===== config.mk =====
export PLATFORM = sky130hd
export DESIGN_NAME = pmd_dvm_ctrl
export DESIGN_NICKNAME = d
export VERILOG_FILES = /design/src/logic/pmd_pkg.sv /design/src/logic/pmd_tick_div.sv /design/src/logic/pmd_mod_counter.sv /design/src/logic/pmd_dvm_ctrl.sv
export SDC_FILE = /design/constraint.sdc
export NUM_CORES = 1
export LEC_CHECK = 0
export BUFFER_PORTS_ARGS = -buffer_cell sky130_fd_sc_hd__buf_2
export CORE_AREA = 2 2 114 116
export DETAILED_ROUTE_END_ITERATION = 10
export DIE_AREA = 0 0 116 118
export PLACE_DENSITY = 0.79
export SLEW_MARGIN = 20
export SYNTH_ARGS = -nofsm -noshare
export SYNTH_HDL_FRONTEND = slang
export SYNTH_SLANG_ARGS = --single-unit

===== constraint.sdc =====
create_clock -name hclk -period 2.5 [get_ports hclk]
set_input_delay 0.25 -clock hclk [delete_from_list [all_inputs] [get_ports hclk]]
set_output_delay 0.25 -clock hclk [all_outputs]
set_load 0.05 [all_outputs]

===== src/logic/pmd_pkg.sv =====
// package: register map, fields and timing constants of the converter control block
package pmd_pkg;
  // register byte offsets
  localparam logic [7:0] OFS_CTRL     = 8'h00;
  localparam logic [7:0] OFS_DIV      = 8'h04;
  localparam logic [7:0] OFS_STATUS   = 8'h08;
  localparam logic [7:0] OFS_INT_STAT = 8'h0c;
  localparam logic [7:0] OFS_INT_MASK = 8'h10;
  localparam int unsigned ADDR_W      = 8;

  // control fields
  localparam int unsigned CTRL_SW_START = 0;
  localparam int unsigned CTRL_FREE     = 1;
  // status fields, count sits in the low bits
  localparam int unsigned ST_SIGN  = 16;
  localparam int unsigned ST_OVR   = 17;
  localparam int unsigned ST_CC    = 18;
  localparam int unsigned ST_REQ   = 19;
  localparam int unsigned ST_BLANK = 20;
  // interrupt event bits
  localparam int unsigned EV_XFER = 0;
  localparam int unsigned EV_OVR  = 1;
  localparam int unsigned EV_W    = 2;

  // converter timing, counted in converter clock periods
  localparam int unsigned CYCLE_TICKS  = 64512;
  localparam int unsigned FULL_SCALE   = 2000;
  localparam int unsigned CC_HOLD      = 64;
  localparam int unsigned MIN_XFER     = 256;
  // display weight of the leading digit, blanked when below it
  localparam int unsigned MSD_WEIGHT   = 1000;
  // converter clock divider reload (period is reload+1 hclk cycles)
  localparam logic [15:0] DIV_RESET    = 16'h0135;
endpackage


===== src/logic/pmd_tick_div.sv =====
// module: converter clock enable divider
module pmd_tick_div #(
  parameter int unsigned W = 16
) (
  input  wire logic         hclk,
  input  wire logic         hresetn,
  input  wire logic [W-1:0] reload,
  output logic              tick
);
  logic [W-1:0] cnt;

  // one-cycle enable every reload+1 hclk cycles; reload change takes effect at wrap
  always_ff @(posedge hclk or negedge hresetn) begin
    if (!hresetn) begin
      cnt  <= '0;
      tick <= 1'b0;
    end else if (cnt == '0) begin
      cnt  <= reload;
      tick <= 1'b1;
    end else begin
      cnt  <= cnt - 1'b1;
      tick <= 1'b0;
    end
  end
endmodule


===== src/logic/pmd_mod_counter.sv =====
// module: modulation flop, gated pulse and result counter
module pmd_mod_counter #(
  parameter int unsigned CW = 11
) (
  input  wire logic          hclk,
  input  wire logic          hresetn,
  input  wire logic          tick,
  input  wire logic          comparator_in,
  input  wire logic          win_start,
  input  wire logic          win_open,
  output logic               mod_q,
  output logic               gated,
  output logic [CW-1:0]      result
);
  // comparator captured only at converter clock edges
  always_ff @(posedge hclk or negedge hresetn) begin
    if (!hresetn) begin
      mod_q <= 1'b0;
    end else if (tick) begin
      mod_q <= comparator_in;
    end
  end

  // clock ANDed with the duty-cycle state
  assign gated = tick & mod_q;

  // accumulate inside the window; first tick of a window restarts the sum
  always_ff @(posedge hclk or negedge hresetn) begin
    if (!hresetn) begin
      result <= '0;
    end else if (tick && win_start) begin
      result <= {{(CW-1){1'b0}}, gated};
    end else if (gated && win_open) begin
      result <= result + 1'b1;
    end
  end
endmodule


===== src/logic/pmd_dvm_ctrl.sv =====
// module: pulse-modulation voltmeter control with AHB-Lite register slave
//
// The AHB-Lite slave port and the register offsets were chosen for this implementation.
module pmd_dvm_ctrl #(
  parameter int unsigned CYCLE_LEN = pmd_pkg::CYCLE_TICKS,
  parameter int unsigned WIN_LEN   = pmd_pkg::FULL_SCALE,
  parameter int unsigned HOLD_LEN  = pmd_pkg::CC_HOLD,
  parameter int unsigned MIN_WAIT  = pmd_pkg::MIN_XFER,
  parameter int unsigned CW        = 11,
  parameter int unsigned PW        = 16
) (
  input  wire logic          hclk,
  input  wire logic          hresetn,
  input  wire logic          hsel,
  input  wire logic [31:0]   haddr,
  input  wire logic [1:0]    htrans,
  input  wire logic          hwrite,
  input  wire logic [2:0]    hsize,
  input  wire logic [31:0]   hwdata,
  input  wire logic          hready,
  output logic [31:0]        hrdata,
  output logic               hreadyout,
  output logic               hresp,
  input  wire logic          comparator_in,
  input  wire logic          polarity_in,
  input  wire logic          start_conv,
  output logic               reference_switch,
  output logic               conv_complete,
  output logic [CW-1:0]      display_count,
  output logic               display_sign,
  output logic               overrange_flag,
  output logic               msd_blank,
  output logic               irq
);
  // refuse sizes the counters cannot hold
  if (CW < 2 || WIN_LEN >= (1 << CW)) begin : g_bad_cw
    $error("result counter too narrow for the window");
  end
  if (PW > 31 || CYCLE_LEN > (1 << PW) || WIN_LEN >= CYCLE_LEN || MIN_WAIT < 1
      || MIN_WAIT >= CYCLE_LEN || HOLD_LEN < 1 || HOLD_LEN >= CYCLE_LEN) begin : g_bad_pw
    $error("converter timing parameters out of range");
  end

  localparam logic [PW-1:0] LAST_PHASE = PW'(CYCLE_LEN - 1);
  localparam logic [PW-1:0] WIN_PHASE  = PW'(WIN_LEN);
  localparam logic [PW-1:0] WAIT_CNT   = PW'(MIN_WAIT);
  localparam logic [PW-1:0] HOLD_CNT   = PW'(HOLD_LEN);
  localparam logic [CW-1:0] FS_COUNT   = CW'(WIN_LEN);
  localparam logic [CW-1:0] MSD_COUNT  = CW'(pmd_pkg::MSD_WEIGHT);

  // register state
  logic                    free_sw;
  logic [15:0]             div_reload;
  logic [pmd_pkg::EV_W-1:0] int_stat;
  logic [pmd_pkg::EV_W-1:0] int_mask;
  logic                    wr_pend;
  logic [pmd_pkg::ADDR_W-1:0] wr_addr;
  logic                    sw_start;

  // converter state
  logic                    tick;
  logic                    mod_q;
  logic                    gated;
  logic [CW-1:0]           result;
  logic [PW-1:0]           phase;
  logic [PW-1:0]           wait_cnt;
  logic [PW-1:0]           hold_cnt;
  logic                    start_q;
  logic                    req_pending;
  logic                    free_run;
  logic                    start_rise;
  logic                    xfer_free;
  logic                    xfer_req;
  logic                    xfer;
  logic                    ovr_now;
  logic [pmd_pkg::EV_W-1:0] ev;
  logic [pmd_pkg::EV_W-1:0] w1c;
  logic [pmd_pkg::EV_W-1:0] next_int_stat;

  function automatic logic hit(input logic [pmd_pkg::ADDR_W-1:0] a,
                               input logic [7:0] ofs);
    hit = (a == ofs);
  endfunction

  pmd_tick_div #(.W(16)) u_div (
    .hclk    (hclk),
    .hresetn (hresetn),
    .reload  (div_reload),
    .tick    (tick)
  );

  pmd_mod_counter #(.CW(CW)) u_mod (
    .hclk          (hclk),
    .hresetn       (hresetn),
    .tick          (tick),
    .comparator_in (comparator_in),
    .win_start     (phase == '0),
    .win_open      (phase < WIN_PHASE),
    .mod_q         (mod_q),
    .gated         (gated),
    .result        (result)
  );

  // reference switch mirrors the modulation flop from the same edge
  always_ff @(posedge hclk or negedge hresetn) begin
    if (!hresetn) begin
      reference_switch <= 1'b0;
    end else if (tick) begin
      reference_switch <= comparator_in;
    end
  end

  // conversion phase runs forever, whatever start and complete do
  always_ff @(posedge hclk or negedge hresetn) begin
    if (!hresetn) begin
      phase <= '0;
    end else if (tick) begin
      phase <= (phase == LAST_PHASE) ? '0 : phase + 1'b1;
    end
  end

  // transfer decisions; result is final once the window has closed
  assign free_run   = start_conv | free_sw;
  assign start_rise = (start_conv & ~start_q) | sw_start;
  assign xfer_free  = free_run & tick & (phase == LAST_PHASE);
  assign xfer_req   = ~free_run & req_pending & tick & (wait_cnt >= WAIT_CNT)
                      & (phase >= WIN_PHASE);
  assign xfer       = xfer_free | xfer_req;
  assign ovr_now    = (result >= FS_COUNT);

  always_ff @(posedge hclk or negedge hresetn) begin
    if (!hresetn) begin
      start_q <= 1'b0;
    end else begin
      start_q <= start_conv;
    end
  end

  // request latch: a new edge wins over the transfer that would clear it
  always_ff @(posedge hclk or negedge hresetn) begin
    if (!hresetn) begin
      req_pending <= 1'b0;
    end else if (start_rise) begin
      req_pending <= 1'b1;
    end else if (xfer) begin
      req_pending <= 1'b0;
    end
  end

  // ticks since the request, saturating so a late transfer never wraps
  always_ff @(posedge hclk or negedge hresetn) begin
    if (!hresetn) begin
      wait_cnt <= '0;
    end else if (start_rise) begin
      wait_cnt <= '0;
    end else if (tick && wait_cnt < WAIT_CNT) begin
      wait_cnt <= wait_cnt + 1'b1;
    end
  end

  // complete flag: edge drops it, transfer raises it, free run times it out
  always_ff @(posedge hclk or negedge hresetn) begin
    if (!hresetn) begin
      conv_complete <= 1'b0;
      hold_cnt      <= '0;
    end else if (start_rise) begin
      conv_complete <= 1'b0;
      hold_cnt      <= '0;
    end else if (xfer) begin
      conv_complete <= 1'b1;
      hold_cnt      <= xfer_free ? HOLD_CNT : '0;
    end else if (tick && hold_cnt != '0) begin
      hold_cnt <= hold_cnt - 1'b1;
      if (hold_cnt == PW'(1)) begin
        conv_complete <= 1'b0;
      end
    end
  end

  // display latch, held until the next transfer
  always_ff @(posedge hclk or negedge hresetn) begin
    if (!hresetn) begin
      display_count  <= '0;
      display_sign   <= 1'b0;
      overrange_flag <= 1'b0;
      msd_blank      <= 1'b1;
    end else if (xfer) begin
      display_count  <= ovr_now ? FS_COUNT : result;
      display_sign   <= polarity_in;
      overrange_flag <= ovr_now;
      msd_blank      <= ~ovr_now & (result < MSD_COUNT);
    end
  end

  // interrupt status: sticky, write one to clear, a new event wins
  assign ev = {xfer & ovr_now, xfer};
  assign w1c = (wr_pend && hit(wr_addr, pmd_pkg::OFS_INT_STAT))
               ? hwdata[pmd_pkg::EV_W-1:0] : '0;
  assign next_int_stat = (int_stat & ~w1c) | ev;

  always_ff @(posedge hclk or negedge hresetn) begin
    if (!hresetn) begin
      int_stat <= '0;
      irq      <= 1'b0;
    end else begin
      int_stat <= next_int_stat;
      irq      <= |(next_int_stat & int_mask);
    end
  end

  // address phase capture; zero wait states so hready is always granted
  always_ff @(posedge hclk or negedge hresetn) begin
    if (!hresetn) begin
      wr_pend   <= 1'b0;
      wr_addr   <= '0;
      hreadyout <= 1'b0;
      hresp     <= 1'b0;
    end else begin
      hreadyout <= 1'b1;
      hresp     <= 1'b0;
      wr_pend   <= hsel & hready & htrans[1] & hwrite;
      wr_addr   <= haddr[pmd_pkg::ADDR_W-1:0];
    end
  end

  // read data registered in the address phase, ready in the data phase
  always_ff @(posedge hclk or negedge hresetn) begin
    if (!hresetn) begin
      hrdata <= '0;
    end else if (hsel && hready && htrans[1] && !hwrite) begin
      hrdata <= '0;
      if (hit(haddr[pmd_pkg::ADDR_W-1:0], pmd_pkg::OFS_CTRL)) begin
        hrdata[pmd_pkg::CTRL_FREE] <= free_sw;
      end else if (hit(haddr[pmd_pkg::ADDR_W-1:0], pmd_pkg::OFS_DIV)) begin
        hrdata[15:0] <= div_reload;
      end else if (hit(haddr[pmd_pkg::ADDR_W-1:0], pmd_pkg::OFS_STATUS)) begin
        hrdata[CW-1:0]             <= display_count;
        hrdata[pmd_pkg::ST_SIGN]   <= display_sign;
        hrdata[pmd_pkg::ST_OVR]    <= overrange_flag;
        hrdata[pmd_pkg::ST_CC]     <= conv_complete;
        hrdata[pmd_pkg::ST_REQ]    <= req_pending;
        hrdata[pmd_pkg::ST_BLANK]  <= msd_blank;
      end else if (hit(haddr[pmd_pkg::ADDR_W-1:0], pmd_pkg::OFS_INT_STAT)) begin
        hrdata[pmd_pkg::EV_W-1:0] <= int_stat;
      end else if (hit(haddr[pmd_pkg::ADDR_W-1:0], pmd_pkg::OFS_INT_MASK)) begin
        hrdata[pmd_pkg::EV_W-1:0] <= int_mask;
      end
    end
  end

  // writable registers; unmapped writes are dropped with an OKAY answer
  always_ff @(posedge hclk or negedge hresetn) begin
    if (!hresetn) begin
      free_sw    <= 1'b0;
      div_reload <= pmd_pkg::DIV_RESET;
      int_mask   <= '0;
      sw_start   <= 1'b0;
    end else begin
      sw_start <= 1'b0;
      if (wr_pend) begin
        if (hit(wr_addr, pmd_pkg::OFS_CTRL)) begin
          free_sw  <= hwdata[pmd_pkg::CTRL_FREE];
          sw_start <= hwdata[pmd_pkg::CTRL_SW_START];
        end
        if (hit(wr_addr, pmd_pkg::OFS_DIV)) begin
          div_reload <= hwdata[15:0];
        end
        if (hit(wr_addr, pmd_pkg::OFS_INT_MASK)) begin
          int_mask <= hwdata[pmd_pkg::EV_W-1:0];
        end
      end
    end
  end
endmodule


==> reports/metrics.yaml, run 1 <==
logic_synthesis:
  ys_warn_count: 0
  avgSynthCellArea_um2: 10.8
  yosysTopAreaCell: "dfrtp_1"
  synthAdderAreaFrac_pct: 2.03
  synth_top_family_by_area: "simple AND/OR/NAND/NOR gates"
  ys.flop_type: "dfrtp_1"
  postSynth.asyncResetShare_pct: 100
  synth_seq_cells: 148
  netlist.area_leader.share_pct: 52.4
  synthCells: 629
  synthXorXnorAreaFrac_pct: 5.43
  synthesis.area_um2: 6780
  synth_compound_area_share_pct: 10.4
  synth_edf_count: 0
  muxShareOfSynthArea_pct: 5.74
  synth_cell_types: 56
  synthTopCellsByArea: "dfrtp_1 52%, xor2_1 3.9%, nand2_1 3.5%"
  ys_seq_area_share_pct: 54.7
  synthSimpleGateAreaFrac_pct: 18.0
power_and_ir_drop:
  p_total_mw: 5.10
  p_leak_nw: 3.86
  ir_drop_uv: 734
  power.density_nw_per_um2: 633
floorplan:
  coreArea_um2: 12400
  initial_core_util_pct: 54.6
  die_h_um: 118
  dieArea_um2: 13700
  io_pins: 128
  num_rows: 41
  die_width_um: 116
clock_tree:
  cts-buffers-inserted: 17
  clock_latency_ns: 0.42
  path_clk_slew_ns: 0.06
  cts_tree: "built"
  cts_sinks: 148
  cts_max_level: 4
  cts-root-buf: "clkbuf_16"
  post_cts_resized: 0
  cts_buffer_depth: 2
sta:
  hold_violations: 0
  worstMarginPinSlew_ns: 0.682
  hold_slack_ns: 0.0180
  fin_setup_tns_ns: 0
  rsz0062_at_grt: "false"
  setup_violations: 0
  fmax_mhz: 441
  relSlewSlack_pct: 54.5
  fin_crit_sh_pct: 90.7
  slew_viol_final: 0
  fin_skew_ns: 0.00621
  fin_ws_ns: 0.234
  period_needed_ns: 2.27
worst_setup_path:
  path_class: "in2reg"
  critPathRequiredTime_ns: 2.86
  critical_path_arrival_ns: 2.63
  setup.worst_path.end_class: "flip-flop"
  path_max_fanout: 5
  cp-start-kind: "primary input"
routing:
  wire_per_inst_um: 16.1
  drtAntennaViolNets: 0
  viasPerCell: 5.57
  dr.first_iter.drc_count: 299
  firstDrtPassIters: 4
  drc: 0
  num_vias: 5071
  routed_wl_um: 14700
global_routing:
  overflow: 0
  grt_pass1_vias: 5177
  grtUsageTotal_pct: 23.2
  grt_max_degree: 75
  grt_pass1_wl_um: 25000
  antenna_found_initial: 0
job:
  cap_violations: 0
cells_and_area:
  syn_to_final_growth_pct: 18.7
  drive_gt1_share_pct: 19.5
  final_area_um2: 8050
  fin_nets: 813
  antenna_cells: 0
  mostFrequentLayoutCell: "dfrtp_1"
  layout_common_cells: "142 x dfrtp_1, 70 x buf_2, 64 x nand2_1"
place:
  dpl_worst_slack_ns: 0.252
  placedInstanceArea_um2: 7390
  port_buffers: 71
  hpwlAfterDp_um: 10300
  gp_congestion: 0.839
status:
  status: "complete, no violations"
hold_path:
  hold_path.class: "in2reg"
## final timing paths
kind	from	to	slack, ns	depth (start not counted)
worst max-delay path	haddr[0]	hrdata[20]$_DFFE_PN0P_	0.23	6
worst min-delay path	haddr[2]	wr_addr[2]$_DFF_PN0_	0.02	1
worst max register to register	hold_cnt[10]$_DFFE_PN0P_	hold_cnt[1]$_DFFE_PN0P_	0.24	5
worst min register to register	wait_cnt[15]$_DFFE_PN0P_	wait_cnt[15]$_DFFE_PN0P_	0.49	1
max in group asynchronous	hresetn	div_reload[8]$_DFFE_PN1P_	1.34	3
min in group asynchronous	hresetn	hrdata[17]$_DFFE_PN0P_	0.42	2
## power breakdown
part           total (mW)  switching [mW]  internal, mW
sequential           2.42         0.00813          2.41
combinational       0.181           0.133        0.0483
clock                2.50           0.950          1.54
## flip-flops by register name (all words and copies together) (netlist names), 2 cells and up
signal / cells
phase: 16
u_mod.result: 11
int_stat: 2
wr_addr: 8
hold_cnt: 16
display_count: 11
int_mask: 2
wait_cnt: 16
hrdata: 21
u_div.cnt: 16
div_reload: 16
## logic make-up after synthesis
| family | count (synthesis) |
|---|---|
| adder cells (fa/ha/maj) | 11 |
| XOR/XNOR | 42 |
| buffers and inverters | 49 |
| AO/OA/AOI/OAI | 110 |
| multiplexers | 34 |
| AND/OR/NAND/NOR | 233 |
| flip-flops | 148 |
| other | 2 |
## cells in the mapped netlist, types with 12 or more instances
cell,count
dfrtp_1,142
inv_1,17
nand4_1,17
xor2_1,30
xnor2_1,12
and2_1,13
nor2_1,60
nor3_1,13
a22o_1,13
o21ai_1,21
nand2_1,64
mux2_1,18
a21oi_1,21
o21ai_0,18
buf_4,13
## routing by layer
layer	vias up	routed length, um	GRT usage (%)
met5	-	0	0
met4	0	309	7.44
met3	23	694	6.75
met2	115	7570	37.8
met1	2543	6110	29.8
li1	2390	-	-
## final cells by class
class / count / area, um^2
well taps: 172 / 215
fillers: 994 / 4370
clock inverters: 8 / 100
repair buffers: 97 / 602
multi-input cells: 443 / 2870
inverters: 18 / 67.6
clock buffers: 24 / 482
flip-flops and latches: 148 / 3710
## metrics by stage
stage	utilization, %	instances
5_1_grt	64.8	910
3_5_place_dp	59.5	870
4_1_cts	64.8	910
2_1_floorplan	-	640
6_report	64.8	910
3_3_place_gp	59.5	870
## what timing repair did
item | in CTS | in global routing
hold endpoints to repair | 76 | 0
endpoints found under the setup margin | 0 | 0
hold buffers | 8 | 0
buffers inserted | 0 | 0
## worst max-delay path, cell delays in order
cell and delay, ns:
dlygate4sd3_1 0.54, buf_2 0.13, or4_1 0.50, nor3_1 0.49, and3_1 0.52, a22o_1 0.19
Note: power is estimated with default switching activity, not from simulation.
==> run 2: changes to the inputs <==
==> constraint.sdc (replaced) <==
create_clock -name hclk -period 2.3 [get_ports hclk]
set_input_delay 0.23 -clock hclk [delete_from_list [all_inputs] [get_ports hclk]]
set_output_delay 0.23 -clock hclk [all_outputs]
set_load 0.05 [all_outputs]
==> reports/metrics.yaml, run 2 (same netlist as run 1, synthesis figures left out) <==
sta:
  fin_setup_tns_ns: 0
  slew_viol_final: 0
  fin_ws_ns: 0.146
  fin_skew_ns: 0.00878
  fmax_mhz: 464
  setup_violations: 0
  relSlewSlack_pct: 56.9
  period_needed_ns: 2.15
  rsz0062_at_grt: "false"
  hold_violations: 0
  worstMarginPinSlew_ns: 0.644
  fin_crit_sh_pct: 93.6
routing:
  routed_wl_um: 15200
  viasPerCell: 5.57
  dr.first_iter.drc_count: 281
  wire_per_inst_um: 16.5
  drtAntennaViolNets: 0
  firstDrtPassIters: 5
  num_vias: 5122
  drc: 0
power_and_ir_drop:
  p_leak_nw: 3.93
  switchingPower_mw: 1.19
  seq_power_share_pct: 45.8
  power.density_nw_per_um2: 703
  ir_drop_uv: 450
  power_frac_clock_pct: 50.7
  power.internal_mw: 4.55
  switching_share_pct: 20.8
  power_frac_comb_pct: 3.5
cells_and_area:
  mostFrequentLayoutCell: "dfrtp_1"
  antenna_cells: 0
  layout_common_cells: "142 x dfrtp_1, 70 x buf_2, 63 x nand2_1"
  fin_nets: 823
  largest_reg_flops: 21
  drive_gt1_share_pct: 20.7
  regMostFlops: "hrdata"
  syn_to_final_growth_pct: 20.5
floorplan:
  die_width_um: 116
  coreArea_um2: 12400
  num_rows: 41
  initial_core_util_pct: 54.6
  dieArea_um2: 13700
  die_h_um: 118
  io_pins: 128
status:
  status: "complete, no violations"
place:
  gp_congestion: 0.873
  port_buffers: 71
  dpl_worst_slack_ns: 0.121
  hpwlAfterDp_um: 10600
global_routing:
  grt_pass1_wl_um: 25400
  grtUsageTotal_pct: 23.8
  grt_pass1_vias: 5275
  grt_max_degree: 58
  overflow: 0
  antenna_found_initial: 0
worst_setup_path:
  crit_path_cell_trace: "dlygate4sd3_1 > buf_2 > or2_2 > a211oi_1 > a22oi_4 > buf_12 > mux2_1"
  cp-start-kind: "primary input"
  setup.worst_path.end_class: "flip-flop"
  path_max_fanout: 23
  critical_path_arrival_ns: 2.45
  cpPeakStageDelay_ns: 0.54
  path_class: "in2reg"
  crit_slowest_cell: "dlygate4sd3_1"
  critPathRequiredTime_ns: 2.60
clock_tree:
  cts_tree: "built"
  cts_sinks: 148
  clock_latency_ns: 0.42
  cts_setup_buffers: 0
  cts-buffers-inserted: 17
  cts-root-buf: "clkbuf_16"
  cts_max_level: 4
  cts_buffer_depth: 2
  path_clk_slew_ns: 0.06
job:
  cap_violations: 0
hold_path:
  hold_path.class: "in2reg"
[run 2: cell types whose count changed in the layout (fill, tap and decap cells not counted)]
cell	change
clkbuf_8	-1
or4b_4	+1
buf_4	+9
nand2_1	-1
nand2_2	+1
dlygate4sd3_1	+1
bufinv_16	+2
clkinvlp_4	-1
or4b_1	-1
[run 2: routing by layer]
| metal | global-route usage (%) | vias up | wire [um] |
|---|---|---|---|
| met5 | 0 | - | 0 |
| met4 | 9.08 | 0 | 334 |
| met3 | 4.94 | 29 | 578 |
| met2 | 39.9 | 120 | 7740 |
| met1 | 30.1 | 2557 | 6560 |
| li1 | - | 2416 | - |
[run 2: cell type report]
type / instances / area [um^2]
Inverter: 18 / 67.6
Clock buffer: 23 / 468
Multi-Input combinational cell: 443 / 2880
Timing Repair Buffer: 107 / 679
Clock inverter: 9 / 153
Tap cell: 172 / 215
Fill cell: 983 / 4240
Sequential cell: 148 / 3710
[run 2: final timing paths]
| path | startpoint | end | slack [ns] | depth (start not counted) |
|---|---|---|---|---|
| worst max-delay path | start_conv | display_count[7]$_DFFE_PN0P_ | 0.15 | 7 |
| worst min-delay path | haddr[3] | wr_addr[3]$_DFF_PN0_ | 0.02 | 1 |
| worst max register to register | hold_cnt[2]$_DFFE_PN0P_ | hold_cnt[1]$_DFFE_PN0P_ | 0.15 | 5 |
| worst min register to register | wait_cnt[10]$_DFFE_PN0P_ | wait_cnt[10]$_DFFE_PN0P_ | 0.49 | 1 |
| max in group asynchronous | hresetn | div_reload[2]$_DFFE_PN1P_ | 1.19 | 3 |
| min in group asynchronous | hresetn | hrdata[19]$_DFFE_PN0P_ | 0.36 | 2 |
[run 2: through the flow]
stage / power (mW) / hold WS (ns) / area, um^2 / utilization (%) / cells
after global placement: 2.86 / 0.234 / 7450 / 60.0 / 879
final: 5.74 / 0.0172 / 8170 / 65.8 / 920
after floorplan: 2.77 / -0.0656 / 6820 / - / 640
after CTS: 5.78 / 0.00206 / 8160 / 65.8 / 920
after detailed placement: 2.87 / 0.242 / 7450 / 60.0 / 879
after global routing: 5.93 / 0.0117 / 8170 / 65.8 / 920
[run 2: worst max-delay path: cells and delay by family]
kind	cells	cell delay (ns)
mux	1	0.31
simple gates	1	0.35
buf+inv	3	0.89
compound gates	2	0.65
[run 2: power by group through the flow]
| stage | clock [mW] | sequential, mW | combinational, mW |
|---|---|---|---|
| after detailed placement | 0 | 2.68 | 0.193 |
| after global placement | 0 | 2.67 | 0.186 |
| after global routing | 3.07 | 2.63 | 0.223 |
| after CTS | 2.95 | 2.63 | 0.205 |
| final | 2.91 | 2.63 | 0.203 |
| after floorplan | 0 | 2.68 | 0.0890 |
[run 2: repair_timing]
item,CTS,global route
hold buffers,9,0
endpoints found under the hold margin,57,0
resized for setup,0,2
endpoints found under the setup margin,0,10
==> run 3: changes to the inputs <==
--- a/config.mk
+++ b/config.mk
@@ -6,10 +6,11 @@
 export NUM_CORES = 1
 export LEC_CHECK = 0
 export BUFFER_PORTS_ARGS = -buffer_cell sky130_fd_sc_hd__buf_2
-export CORE_AREA = 2 2 114 116
+export CORE_AREA = 2 2 112 114
+export CTS_BUF_LIST = sky130_fd_sc_hd__clkbuf_4
 export DETAILED_ROUTE_END_ITERATION = 10
-export DIE_AREA = 0 0 116 118
-export PLACE_DENSITY = 0.79
+export DIE_AREA = 0 0 114 116
+export PLACE_DENSITY = 0.81
 export SLEW_MARGIN = 20
 export SYNTH_ARGS = -nofsm -noshare
 export SYNTH_HDL_FRONTEND = slang
==> reports/metrics.yaml, run 3 (same netlist as run 1, synthesis figures left out) <==
hold_path:
  hold_path.class: "in2async"
routing:
  wire_per_inst_um: 16.5
  viasPerCell: 5.70
  routed_wl_um: 15100
  firstDrtPassIters: 5
  num_vias: 5222
  drc: 0
  dr.first_iter.drc_count: 337
  drtAntennaViolNets: 0
place:
  port_buffers: 71
  hpwlAfterDp_um: 10200
  gp_congestion: 0.841
worst_setup_path:
  cpPeakStageDelay_ns: 0.56
  critical_path_arrival_ns: 2.65
  path_buf_inv: 0
  setup.worst_path.end_class: "flip-flop"
  crit_path_cell_trace: "or3_1 > or4_1 > o21ai_1 > mux2_1 > nor2_1"
  crit_slowest_cell: "or4_1"
  path_max_fanout: 7
  critPathTopFamily: "simple AND/OR/NAND/NOR gates"
  path_class: "reg2reg"
  cp-start-kind: "flip-flop"
  critPathRequiredTime_ns: 2.79
cells_and_area:
  mostFrequentLayoutCell: "dfrtp_1"
  layout_common_cells: "142 x dfrtp_1, 70 x buf_2, 63 x nand2_1"
  drive_gt1_share_pct: 20.0
  antenna_cells: 0
  regMostFlops: "hrdata"
  largest_reg_flops: 21
  final_util_pct: 66.6
  fin_nets: 844
  syn_to_final_growth_pct: 17.0
sta:
  fin_crit_sh_pct: 93.7
  hold_violations: 0
  fin_setup_tns_ns: 0
  slew_viol_final: 0
  rsz0062_at_grt: "false"
  setup_violations: 0
  worstMarginPinSlew_ns: 0.755
  fin_skew_ns: 0.0179
  period_needed_ns: 2.16
  fmax_mhz: 464
  relSlewSlack_pct: 49.7
global_routing:
  grt_use_met2_pct: 41.0
  overflow: 0
  grt_max_degree: 82
  grtUsageTotal_pct: 24.8
  grt-busiest-layer: "met2"
  grt_pass1_wl_um: 25600
  use_met3_pct: 5.91
  grt_pass1_vias: 5287
  antenna_found_initial: 0
  met1_usage_pct: 30.7
power_and_ir_drop:
  p_leak_nw: 3.83
  power.density_nw_per_um2: 524
  p_total_mw: 4.16
  ir_drop_uv: 568
clock_tree:
  cts-root-buf: "clkbuf_4"
  cts_max_level: 4
  path_clk_slew_ns: 0.11
  cts_buffer_depth: 2
  cts_setup_buffers: 0
  cts_tree: "built"
  clock_latency_ns: 0.56
  cts-buffers-inserted: 17
  cts_sinks: 148
floorplan:
  dieArea_um2: 13200
  coreArea_um2: 11900
  die_h_um: 116
  die_width_um: 114
  initial_core_util_pct: 56.9
  num_rows: 40
  io_pins: 128
status:
  status: "complete, no violations"
job:
  cap_violations: 0
-- run 3: repair_timing --
action | CTS | global route
endpoints found under the hold margin | 104 | 0
endpoints found under the setup margin | 0 | 4
hold buffers | 30 | 0
resized for setup | 0 | 2
-- run 3: where the power goes --
part	leakage [nW]	internal (mW)	switching (mW)	total (mW)
Sequential	1.96	2.62	0.00910	2.63
Clock	0.115	0.406	0.901	1.31
Combinational	1.75	0.0755	0.152	0.228
Total	3.83	3.10	1.06	4.16
-- run 3: through the flow --
step / setup slack [ns] / std cells / instance area [um^2] / hold WS, ns
after floorplan: 0.257 / 640 / 6820 / -0.0656
after global placement: 0.209 / 854 / 7420 / 0.316
after detailed placement: 0.171 / 854 / 7420 / 0.324
after CTS: 0.143 / 916 / 7930 / 0.264
after global routing: 0.0385 / 916 / 7940 / 0.301
final: 0.144 / 916 / 7940 / 0.265
-- run 3: routing by layer --
metal,vias to the layer above,routed length (um)
li1,2457,-
met1,2575,6300
met2,153,7490
met3,37,807
met4,0,497
met5,-,0
-- run 3: path summary, 6_finish.rpt --
path,startpoint,to,slack (ns),cells past startpoint
max,hold_cnt[2]$_DFFE_PN0P_,hold_cnt[1]$_DFFE_PN0P_,0.14,5
min,hresetn,phase[4]$_DFFE_PN0P_,0.27,2
max reg2reg,hold_cnt[2]$_DFFE_PN0P_,hold_cnt[1]$_DFFE_PN0P_,0.14,5
min reg2reg,wait_cnt[10]$_DFFE_PN0P_,wait_cnt[10]$_DFFE_PN0P_,0.51,1
max in group asynchronous,hresetn,div_reload[15]$_DFFE_PN0P_,1.32,3
min in group hclk,htrans[1],hrdata[2]$_DFFE_PN0P_,0.31,5
-- run 3: final cells by class --
class                      count  area [um^2]
inverter                      18         67.6
clock buffer                  18          135
fill                         877         3980
clock inverter                14         71.3
multi-input combinational    443         2880
timing repair buffer         128          890
sequential                   148         3710
tap                          147          184
